<file path="src/logic/kbc_pkg.sv">
// ****************************************************************
// keyboard controller configuration constants
// ****************************************************************
package kbc_pkg;

  // ****************************************************************
  // register bus
  // ****************************************************************
  localparam int          ADDR_W     = 8;
  localparam int          DATA_W     = 8;
  localparam logic [7:0]  CFG_IDX    = 8'hF0;
  localparam logic [7:0]  RSV_LO_IDX = 8'hF1;
  localparam logic [7:0]  RSV_HI_IDX = 8'hFF;
  localparam logic [7:0]  STAT_IDX   = 8'hE0;
  localparam logic [7:0]  MASK_IDX   = 8'hE1;

  // ****************************************************************
  // configuration register layout
  // ****************************************************************
  localparam int          CFG_AUX_POL_BIT   = 7;
  localparam int          CFG_MOUSE_ISO_BIT = 6;
  localparam int          CFG_KBD_ISO_BIT   = 5;
  localparam int          CFG_MOUSE_IRQ_LATCH_SELECT_BIT    = 4;
  localparam int          CFG_KEYBOARD_IRQ_LATCH_SELECT_BIT    = 3;
  localparam int          CFG_GATE_EN_BIT   = 2;
  localparam logic [7:0]  CFG_RESET         = 8'h00;
  localparam logic [7:0]  CFG_WMASK         = 8'hFC;

  // ****************************************************************
  // event status and mask layout
  // ****************************************************************
  localparam int          EVT_W          = 3;
  localparam int          EVT_KBD_BIT    = 0;
  localparam int          EVT_MOUSE_BIT  = 1;
  localparam int          EVT_GATE_BIT   = 2;
  localparam logic [2:0]  STAT_RESET     = 3'h0;
  localparam logic [2:0]  MASK_RESET     = 3'h0;

  // ****************************************************************
  // fast gate port layout
  // ****************************************************************
  localparam int          GP_RESET_BIT   = 0;
  localparam int          GP_GATE_BIT    = 1;

  // ****************************************************************
  // timing
  // ****************************************************************
  localparam int          SYNC_STAGES    = 2;
  localparam int          CLK_PERIOD_NS  = 50;
  localparam int          KRST_PULSE_NS  = 500;
  localparam int          KRST_PULSE_CYC =
    (KRST_PULSE_NS + CLK_PERIOD_NS - 1) / CLK_PERIOD_NS;

  // ****************************************************************
  // pin synchroniser lanes
  // ****************************************************************
  localparam int          PIN_W          = 4;
  localparam int          PIN_KCLK       = 0;
  localparam int          PIN_KEYBOARD_DATA_LINE       = 1;
  localparam int          PIN_MCLK       = 2;
  localparam int          PIN_MOUSE_DATA_LINE       = 3;

endpackage

</file>
<file path="src/logic/kbc_irq_latch.sv">
`timescale 1ns/1ps
// ****************************************************************
// interrupt latch for one controller interrupt
// ****************************************************************
module kbc_irq_latch (
  input  wire logic i_clk,
  input  wire logic i_rst_n,
  input  wire logic i_raw,
  input  wire logic i_ack,
  input  wire logic i_latch_select,
  output logic      o_irq,
  output logic      o_latched,
  output logic      o_set
);

  logic raw_q;
  logic rise;
  logic next_latched;

  // rising edge of the raw controller interrupt
  assign rise = i_raw & ~raw_q;

  // an edge in the ack cycle still latches: set beats clear
  always_comb begin
    next_latched = o_latched;
    if (rise) begin
      next_latched = 1'b1;
    end else if (i_ack) begin
      next_latched = 1'b0;
    end
  end

  // raw history and latch state
  always_ff @(posedge i_clk) begin
    if (!i_rst_n) begin
      raw_q     <= 1'b0;
      o_latched <= 1'b0;
      o_set     <= 1'b0;
    end else begin
      raw_q     <= i_raw;
      o_latched <= next_latched;
      o_set     <= rise;
    end
  end

  // selected form: latched copy alone, or anded with the raw level
  always_ff @(posedge i_clk) begin
    if (!i_rst_n) begin
      o_irq <= 1'b0;
    end else if (i_latch_select) begin
      o_irq <= next_latched;
    end else begin
      o_irq <= i_raw & next_latched;
    end
  end
endmodule

</file>
<file path="src/logic/kbc_top.sv">
// The implementer's own choice: the plain strobed port.
`timescale 1ns/1ps
module kbc_top #(
  parameter int SYNC_STAGES    = kbc_pkg::SYNC_STAGES,
  parameter int KRST_PULSE_CYC = kbc_pkg::KRST_PULSE_CYC
) (
  input  wire logic       I_SYS_CLK,
  input  wire logic       I_RST_N,
  input  wire logic [7:0] I_ADDR,
  input  wire logic [7:0] I_WDATA,
  input  wire logic       I_WR,
  input  wire logic       I_RD,
  output logic      [7:0] O_RDATA,
  output logic            O_IRQ,
  input  wire logic       I_KBD_CLK,
  input  wire logic       I_KBD_DATA,
  input  wire logic       I_MOUSE_CLK,
  input  wire logic       I_MOUSE_DATA,
  output logic            O_KBD_CLK_TO_CTRL,
  output logic            O_KBD_DATA_TO_CTRL,
  output logic            O_MOUSE_CLK_TO_CTRL,
  output logic            O_MOUSE_DATA_TO_CTRL,
  output logic            O_KEYBOARD_DATA_LINE_WAKE,
  output logic            O_MOUSE_DATA_LINE_WAKE,
  input  wire logic       I_CTRL_AUX,
  output logic            O_AUX_CONTROLLER_OUTPUT,
  input  wire logic       I_CTRL_KBD_IRQ,
  input  wire logic       I_CTRL_MOUSE_IRQ,
  input  wire logic       I_KBD_IRQ_ACK,
  input  wire logic       I_MOUSE_IRQ_ACK,
  output logic            O_KEYBOARD_IRQ,
  output logic            O_MOUSE_IRQ,
  input  wire logic       I_GATE_PORT_WR,
  input  wire logic       I_GATE_PORT_RD,
  input  wire logic [7:0] I_GATE_PORT_WDATA,
  output logic      [7:0] O_GATE_PORT_RDATA,
  output logic            O_GATE_PORT_RESP,
  output logic            O_ADDRESS20_GATE,
  output logic            O_KEYBOARD_RESET_OUT
);

  // ****************************************************************
  // elaboration checks
  // ****************************************************************
  localparam int CNT_W = $clog2(KRST_PULSE_CYC + 1);

  generate
    if (SYNC_STAGES < 2) begin : g_bad_sync
      $error("SYNC_STAGES must be at least 2");
    end
    if (KRST_PULSE_CYC < 1) begin : g_bad_pulse
      $error("KRST_PULSE_CYC must be at least 1");
    end
  endgenerate

  // ****************************************************************
  // declarations
  // ****************************************************************
  logic [7:0]                 cfg;
  logic [kbc_pkg::EVT_W-1:0]  stat;
  logic [kbc_pkg::EVT_W-1:0]  mask;
  logic [kbc_pkg::EVT_W-1:0]  evt;
  logic [kbc_pkg::PIN_W-1:0]  pins;
  logic [kbc_pkg::PIN_W-1:0]  pin_sync;
  logic [7:0]                 next_rdata;
  logic                       cfg_wr;
  logic                       stat_wr;
  logic                       mask_wr;
  logic                       gate_en;
  logic                       gate_wr_ok;
  logic                       kbd_set;
  logic                       mouse_set;
  logic                       kbd_latched;
  logic                       mouse_latched;
  logic                       krst_load;
  logic [CNT_W-1:0]           krst_cnt;

  // ****************************************************************
  // register decode
  // ****************************************************************
  assign cfg_wr  = I_WR && (I_ADDR == kbc_pkg::CFG_IDX);
  assign stat_wr = I_WR && (I_ADDR == kbc_pkg::STAT_IDX);
  assign mask_wr = I_WR && (I_ADDR == kbc_pkg::MASK_IDX);
  assign gate_en = cfg[kbc_pkg::CFG_GATE_EN_BIT];

  // configuration register; low two bits never store
  always_ff @(posedge I_SYS_CLK) begin
    if (!I_RST_N) begin
      cfg <= kbc_pkg::CFG_RESET;
    end else if (cfg_wr) begin
      cfg <= I_WDATA & kbc_pkg::CFG_WMASK;
    end
  end

  // interrupt mask
  always_ff @(posedge I_SYS_CLK) begin
    if (!I_RST_N) begin
      mask <= kbc_pkg::MASK_RESET;
    end else if (mask_wr) begin
      mask <= I_WDATA[kbc_pkg::EVT_W-1:0];
    end
  end

  // ****************************************************************
  // read path
  // ****************************************************************
  // unmapped and reserved indexes answer zero
  always_comb begin
    next_rdata = 8'h00;
    if (I_ADDR == kbc_pkg::CFG_IDX) begin
      next_rdata = cfg & kbc_pkg::CFG_WMASK;
    end else if (I_ADDR == kbc_pkg::STAT_IDX) begin
      next_rdata = {5'h00, stat};
    end else if (I_ADDR == kbc_pkg::MASK_IDX) begin
      next_rdata = {5'h00, mask};
    end else if (I_ADDR >= kbc_pkg::RSV_LO_IDX) begin
      next_rdata = 8'h00;
    end
  end

  // read data stand only in the cycle after the strobe
  always_ff @(posedge I_SYS_CLK) begin
    if (!I_RST_N) begin
      O_RDATA <= 8'h00;
    end else if (I_RD) begin
      O_RDATA <= next_rdata;
    end else begin
      O_RDATA <= 8'h00;
    end
  end

  // ****************************************************************
  // pin synchronisers
  // ****************************************************************
  assign pins[kbc_pkg::PIN_KCLK] = I_KBD_CLK;
  assign pins[kbc_pkg::PIN_KEYBOARD_DATA_LINE] = I_KBD_DATA;
  assign pins[kbc_pkg::PIN_MCLK] = I_MOUSE_CLK;
  assign pins[kbc_pkg::PIN_MOUSE_DATA_LINE] = I_MOUSE_DATA;

  // pins are asynchronous; nothing reads the first stage but the next
  genvar gi;
  generate
    for (gi = 0; gi < kbc_pkg::PIN_W; gi++) begin : g_sync
      logic [SYNC_STAGES-1:0] chain;
      always_ff @(posedge I_SYS_CLK) begin
        if (!I_RST_N) begin
          chain <= {SYNC_STAGES{1'b1}};
        end else begin
          chain <= {chain[SYNC_STAGES-2:0], pins[gi]};
        end
      end
      assign pin_sync[gi] = chain[SYNC_STAGES-1];
    end
  endgenerate

  // ****************************************************************
  // isolation toward the embedded controller
  // ****************************************************************
  // blocked lines idle high, the released level of an open-drain wire
  always_ff @(posedge I_SYS_CLK) begin
    if (!I_RST_N) begin
      O_KBD_CLK_TO_CTRL    <= 1'b1;
      O_KBD_DATA_TO_CTRL   <= 1'b1;
      O_MOUSE_CLK_TO_CTRL  <= 1'b1;
      O_MOUSE_DATA_TO_CTRL <= 1'b1;
    end else begin
      O_KBD_CLK_TO_CTRL    <= cfg[kbc_pkg::CFG_KBD_ISO_BIT] |
                              pin_sync[kbc_pkg::PIN_KCLK];
      O_KBD_DATA_TO_CTRL   <= cfg[kbc_pkg::CFG_KBD_ISO_BIT] |
                              pin_sync[kbc_pkg::PIN_KEYBOARD_DATA_LINE];
      O_MOUSE_CLK_TO_CTRL  <= cfg[kbc_pkg::CFG_MOUSE_ISO_BIT] |
                              pin_sync[kbc_pkg::PIN_MCLK];
      O_MOUSE_DATA_TO_CTRL <= cfg[kbc_pkg::CFG_MOUSE_ISO_BIT] |
                              pin_sync[kbc_pkg::PIN_MOUSE_DATA_LINE];
    end
  end

  // wake logic sees the data lines whatever the isolation says
  assign O_KEYBOARD_DATA_LINE_WAKE = pin_sync[kbc_pkg::PIN_KEYBOARD_DATA_LINE];
  assign O_MOUSE_DATA_LINE_WAKE    = pin_sync[kbc_pkg::PIN_MOUSE_DATA_LINE];

  // ****************************************************************
  // auxiliary output polarity
  // ****************************************************************
  // controller drives its port bit as plain asserted-high level
  always_ff @(posedge I_SYS_CLK) begin
    if (!I_RST_N) begin
      O_AUX_CONTROLLER_OUTPUT <= 1'b1;
    end else if (cfg[kbc_pkg::CFG_AUX_POL_BIT]) begin
      O_AUX_CONTROLLER_OUTPUT <= I_CTRL_AUX;
    end else begin
      O_AUX_CONTROLLER_OUTPUT <= ~I_CTRL_AUX;
    end
  end

  // ****************************************************************
  // keyboard and mouse interrupt shaping
  // ****************************************************************
  kbc_irq_latch u_kbd_latch (
    .i_clk          (I_SYS_CLK),
    .i_rst_n        (I_RST_N),
    .i_raw          (I_CTRL_KBD_IRQ),
    .i_ack          (I_KBD_IRQ_ACK),
    .i_latch_select (cfg[kbc_pkg::CFG_KEYBOARD_IRQ_LATCH_SELECT_BIT]),
    .o_irq          (O_KEYBOARD_IRQ),
    .o_latched      (kbd_latched),
    .o_set          (kbd_set)
  );

  kbc_irq_latch u_mouse_latch (
    .i_clk          (I_SYS_CLK),
    .i_rst_n        (I_RST_N),
    .i_raw          (I_CTRL_MOUSE_IRQ),
    .i_ack          (I_MOUSE_IRQ_ACK),
    .i_latch_select (cfg[kbc_pkg::CFG_MOUSE_IRQ_LATCH_SELECT_BIT]),
    .o_irq          (O_MOUSE_IRQ),
    .o_latched      (mouse_latched),
    .o_set          (mouse_set)
  );

  // ****************************************************************
  // fast gate port
  // ****************************************************************
  // a disabled port neither stores nor answers
  assign gate_wr_ok = I_GATE_PORT_WR && gate_en;
  assign krst_load  = gate_wr_ok &&
                      I_GATE_PORT_WDATA[kbc_pkg::GP_RESET_BIT] &&
                      (krst_cnt == '0);

  // gate level follows the written bit
  always_ff @(posedge I_SYS_CLK) begin
    if (!I_RST_N) begin
      O_ADDRESS20_GATE <= 1'b0;
    end else if (gate_wr_ok) begin
      O_ADDRESS20_GATE <= I_GATE_PORT_WDATA[kbc_pkg::GP_GATE_BIT];
    end
  end

  // reset pulse; a retrigger during the pulse is ignored
  always_ff @(posedge I_SYS_CLK) begin
    if (!I_RST_N) begin
      krst_cnt             <= '0;
      O_KEYBOARD_RESET_OUT <= 1'b0;
    end else if (krst_load) begin
      krst_cnt             <= CNT_W'(KRST_PULSE_CYC);
      O_KEYBOARD_RESET_OUT <= 1'b1;
    end else if (krst_cnt != '0) begin
      krst_cnt             <= krst_cnt - 1'b1;
      O_KEYBOARD_RESET_OUT <= (krst_cnt != CNT_W'(1));
    end
  end

  // port readback, one cycle after the read strobe
  always_ff @(posedge I_SYS_CLK) begin
    if (!I_RST_N) begin
      O_GATE_PORT_RESP  <= 1'b0;
      O_GATE_PORT_RDATA <= 8'h00;
    end else if (I_GATE_PORT_RD && gate_en) begin
      O_GATE_PORT_RESP  <= 1'b1;
      O_GATE_PORT_RDATA <= {6'h00, O_ADDRESS20_GATE, O_KEYBOARD_RESET_OUT};
    end else begin
      O_GATE_PORT_RESP  <= 1'b0;
      O_GATE_PORT_RDATA <= 8'h00;
    end
  end

  // ****************************************************************
  // event status and interrupt
  // ****************************************************************
  assign evt[kbc_pkg::EVT_KBD_BIT]   = kbd_set;
  assign evt[kbc_pkg::EVT_MOUSE_BIT] = mouse_set;
  assign evt[kbc_pkg::EVT_GATE_BIT]  = gate_wr_ok;

  // write one to clear; a new event in the same cycle wins
  always_ff @(posedge I_SYS_CLK) begin
    if (!I_RST_N) begin
      stat <= kbc_pkg::STAT_RESET;
    end else if (stat_wr) begin
      stat <= (stat & ~I_WDATA[kbc_pkg::EVT_W-1:0]) | evt;
    end else begin
      stat <= stat | evt;
    end
  end

  // level output, no extra delay after status or mask changes
  assign O_IRQ = |(stat & mask);
endmodule

</file>
<file path="config.mk">
export PLATFORM = sky130hd
export DESIGN_NAME = kbc_top
export DESIGN_NICKNAME = d
export VERILOG_FILES = /design/src/logic/kbc_pkg.sv /design/src/logic/kbc_irq_latch.sv /design/src/logic/kbc_top.sv
export SDC_FILE = /design/constraint.sdc
export NUM_CORES = 1
export LEC_CHECK = 0
export ABC_AREA = 1
export BUFFER_PORTS_ARGS = -buffer_cell sky130_fd_sc_hd__buf_4
export CAP_MARGIN = 5
export CORE_MARGIN = 5
export CORE_UTILIZATION = 50
export CTS_CLUSTER_DIAMETER = 80
export CTS_CLUSTER_SIZE = 12
export DETAILED_ROUTE_END_ITERATION = 8
export PLACE_DENSITY = 0.81
export SLEW_MARGIN = 20
export SYNTH_ARGS = -nofsm -noshare
export SYNTH_HDL_FRONTEND = slang
export SYNTH_SLANG_ARGS = --single-unit
</file>
<file path="constraint.sdc">
create_clock -name I_SYS_CLK -period 2.4 [get_ports I_SYS_CLK]
set_input_delay 0.48 -clock I_SYS_CLK [delete_from_list [all_inputs] [get_ports I_SYS_CLK]]
set_output_delay 0.48 -clock I_SYS_CLK [all_outputs]
set_load 0.05 [all_outputs]
</file>
# [Yosys cells after proc, flatten, opt, wreduce, memory -nomap -nowiden]
# Index checks and enable logic that the tools add are counted.
# Widths: inputs -> output; s select.
[classes] n_bitwise=18 div_mod_pow=0 multipliers=0 addsub=1 n_eq_ne=4 order_cmp=0 reduce_logical=15 n_shift=0 muxes=16
[ops] cell="$eq 8x8->1 const B" n=3
[ops] cell="$mux 1" n=10
[ops] cell="$mux 3" n=3
[ops] cell="$mux 4" n=2
[ops] cell="$mux 8" n=1
[ops] cell="$logic_and 1x1->1" n=7
[ops] cell="$and 3x3->3" n=2
[ops] cell="$or 3x3->3" n=2
[ops] cell="$reduce_or 3->1" n=2
[ops] cell="$not 1->1" n=5
[ops] cell="$and 1x1->1" n=4
[ops] cell="$logic_not 4->1" n=1
[ops] cell="$ne 4x1->1 const B" n=1
[ops] cell="$or 1x1->1" n=4
[ops] cell="$reduce_and 2->1" n=2
[ops] cell="$reduce_bool 4->1" n=1
[ops] cell="$sub 4x1->4 const B" n=1
[ops] cell="$not 3->3" n=1
[ops] cell="$reduce_bool 2->1" n=1
[ops] cell="$reduce_or 2->1" n=1
[totals] n_memories=0 elab_cells=83 latch_bits=0 register_bits=56 ramBits=0 inputBits=39 romBits=0 out_inout_bits=29

# [Depth between registers and ports, before layout]
[logic_depth] depth_word=5 mapped_depth=9

# [Cells and area by module]
# Synthesis repeated with hierarchy kept, for this count alone.
[unflattened] hier_cells=231 area_unflattened_um2=1936.9
[by_module_without_submodules] mod="kbc_top" cells_each=203 area_each_um2=1694.1 n_inst=1
[by_module_without_submodules] mod="kbc_irq_latch" cells_each=14 area_each_um2=121.4 n_inst=2

# [Worst setup path after synthesis]
# Ideal clock, no wire load.
[synth_path] path_type="register to output" from="register stat[1] in the netlist's numbering" to="output O_IRQ" arrival_ns=0.769 required_time_ns=1.920 path_slack_ns=1.151 path_buffers=0 stages_incl_launch_ff=3 path_cell_list="dfxtp_1 > nand2_1 > nand3_1"
[synth_between] elab_chain_len=2
[synth_rtl] element="start: declaration" line="kbc_top.sv:60" text="logic [kbc_pkg::EVT_W-1:0] stat;"
[synth_rtl] element="start signal: assignment" line="kbc_top.sv:277" text="stat <= kbc_pkg::STAT_RESET;"
[synth_rtl] element="start signal: assignment" line="kbc_top.sv:279" text="stat <= (stat & ~I_WDATA[kbc_pkg::EVT_W-1:0]) | evt;"
[synth_rtl] element="start signal: assignment" line="kbc_top.sv:281" text="stat <= stat | evt;"
[synth_rtl] element="$and 3x3->3" line="kbc_top.sv:286" text="assign O_IRQ = |(stat & mask);"
[synth_rtl] element="$reduce_or 3->1" line="kbc_top.sv:286"
[synth_rtl] element="end: declaration" line="kbc_top.sv:14" text="output logic O_IRQ,"
# Every way passes these cells.

# [Worst setup path in the final report]
# Same ends and word-level chain as after synthesis.

==> impl_results.md <==
* Post-synth EDFFs at 0
* Final ANT Viol Nets at 0
* First-pass GRT wire length at 5960 microns
* Crit start category: flop
* Initial antenna violation count at 0
* Total GRT Usage at 0.149
* Via count at 1505
* TritonCTS clock tree: built
* Worst path cell trace: nand2_1 > nand3_1 > buf_4
* Most numerous cell in the Yosys netlist: dfxtp_1
* Hold Path Origin: I_CTRL_AUX
* Worst hold path type: in -> reg
* Clk root buf: clkbuf_8
* Gpl congestion at 0.838
* Synth top area share at 0.536
* Detail Placement HPWL at 2860 microns
* Share of synthesized registers carrying an async set or reset at 0
* IO buf count at 55
* Initial core utilization at 0.514
* Post-CTS Hold Buffers at 0
* Final period util at 0.628
* Fin nets at 321
* Worst vdd ir at 606 uV
* Layout area overhead at 28.8%
* Filler cells at 341
* Crit path capture type: output pin
* Boundary pin count at 68
* Drt total wl at 3660 microns
* Fin crit period at 1.51 ns
* Reg2reg start: krst_cnt[1]
* Max Cap Viol at 0
* Status: finished clean
* Largest delay contributor family on the critical path: flip-flops
* Wire per inst at 11.1 microns
* Mean Syn Cell Area at 8.33 sq um
* Htree depth at 2
* Top post-synthesis cells by count: 50 x dfxtp_1, 41 x nand2_1, 25 x inv_1
* Area leader, netlist: dfxtp_1
* FF+latch count, synth at 50
* Core area at 3630 sq um
* Clk sinks at 50
* Post-synthesis sequential area ratio at 0.536
* Final setup fails at 0
* Int Power at 1.33 mW
* DRT Pass-1 Iters at 4
* Launch point of the worst path: stat[1]
* Clock Power Share at 0.321
* Share of cells above drive strength 1 at 0.317
* Vias in the first global route at 1412
* Num rows at 22
* Total die area at 5060 sq um
* Seq pwr share at 0.487
* CP Data Required Time at 1.92 ns
* Synth Flop Type: dfxtp_1
* Leak pwr at 1.10 nW
* Ant. Diodes at 0
* Slew Viols, Final at 0
* Worst-path clk slew at 0.10 ns
* Type of the worst setup path: reg -> out
* Power Dens Cells at 782 nW/um^2
* Initial DRC count at 150
* DRC at 0
* Die W at 71.1 microns
* Yosys warns at 0
* Synthesized area at 1870 sq um
* Net Sw Power at 0.549 mW
* Post-Syn Instances at 224
* CP Buf/Inv Count at 1
* Max Freq at 664 MHz
* Max Root-Sink Buffers at 2
* CP peak stage delay at 0.37 ns
* Sw Share at 0.292
* Slowest CP cell: dfxtp_1
* Crit path arrival time at 1.03 ns
* Worst-path fanout max at 3
* Largest net degree at the start of global routing at 21
* Worst-Skew Late Latency at 0.31 ns
* Via density at 4.57
* Post-cts sizing count at 0
* Count of cell types in the netlist at 29
* Post-CTS Setup Inserts at 0
* Comb power frac at 0.192
* Layout Skew at 0.00651 ns
* GRT overflow at 0
* RSZ-0062 raised after global routing: no
* Die Ht at 71.1 microns
* Final Total Pwr at 1.88 mW
* Num CTS Buffers at 5
* Synth area leaders: dfxtp_1 54%, nand2_1 8.2%, inv_1 5.0%, nor2_1 4.4%, a21oi_1 3.8%
* Final Hold Vio Count at 0
* Setup tns final at 0 ns
-- metrics by stage --
stage | cells | hold WS (ns) | setup WS [ns] | area, sq um | utilization
final | 329 | 0.350 | 0.894 | 2400 | 0.662
after global routing | 329 | 0.346 | 0.784 | 2400 | 0.662
after CTS | 329 | 0.349 | 0.885 | 2400 | 0.662
after detailed placement | 321 | 0.392 | 0.957 | 2290 | 0.629
after global placement | 321 | 0.392 | 0.980 | 2290 | 0.629
after floorplan | 229 | 0.382 | 1.15 | 1890 | -
-- sequential cells by signal (all words and copies together) (netlist names), 2 cells and up --
name,count
g_sync.chain,8
cfg,6
O_RDATA,8
mask,3
krst_cnt,4
stat,3
O_GATE_PORT_RDATA,2
-- per-layer routing --
metal,wire length [microns],global-route usage,share of wire,up-vias
li1,-,-,-,793
met1,1550,0.173,0.42,659
met2,1770,0.246,0.48,48
met4,61,0.0710,0.017,0
met3,287,0.0511,0.078,5
met5,0,0,0,-
-- cells by family after synthesis --
| family | share of synthesized area |
|---|---|
| and+or+nand+nor | 0.261 |
| other | 0.00201 |
| buffers and inverters | 0.105 |
| AOI/OAI and AO/OA | 0.0824 |
| DFF | 0.536 |
| adders and majority gates | 0.0134 |
-- worst paths after layout --
check             slack [ns]                      end  cells after the start
setup reg to reg        1.02     O_KEYBOARD_RESET_OUT                      9
setup / recovery        0.89                    O_IRQ                      3
hold reg to reg         0.41       g_sync[0].chain[1]                      1
hold / removal          0.35  O_AUX_CONTROLLER_OUTPUT                      2
-- final cells by class --
type / instances / area (sq um) / area share
Inverter: 32 / 125 / 0.0520
Timing Repair Buffer: 55 / 413 / 0.172
Multi-Input combinational cell: 136 / 688 / 0.286
Clock buffer: 5 / 68.8 / 0.0286
Tap cell: 48 / 60.1 / 0.0250
Clock inverter: 3 / 48.8 / 0.0203
Sequential cell: 50 / 1000 / 0.416
-- power groups by stage --
stage / logic [mW] / registers, mW / clock network, mW
floorplan: 0.217 / 0.980 / 0
global placement: 0.349 / 0.935 / 0
detailed placement: 0.359 / 0.936 / 0
CTS: 0.361 / 0.917 / 0.616
global route: 0.407 / 0.927 / 0.650
finish: 0.360 / 0.917 / 0.604
-- cells in the final DEF, fill, tap and decap left out, types with 3 or more instances in the layout --
master and count:
buf_4 55, dfxtp_1 50, nand2_1 41, inv_1 25
nor2_1 22, nand3_1 14, a21oi_1 14, or2_2 8
conb_1 6, clkbuf_8 5, inv_2 4, o21ai_0 4
nand4_1 4, nand2_2 4, nor2_4 3
(Power assumes the default switching activity.)
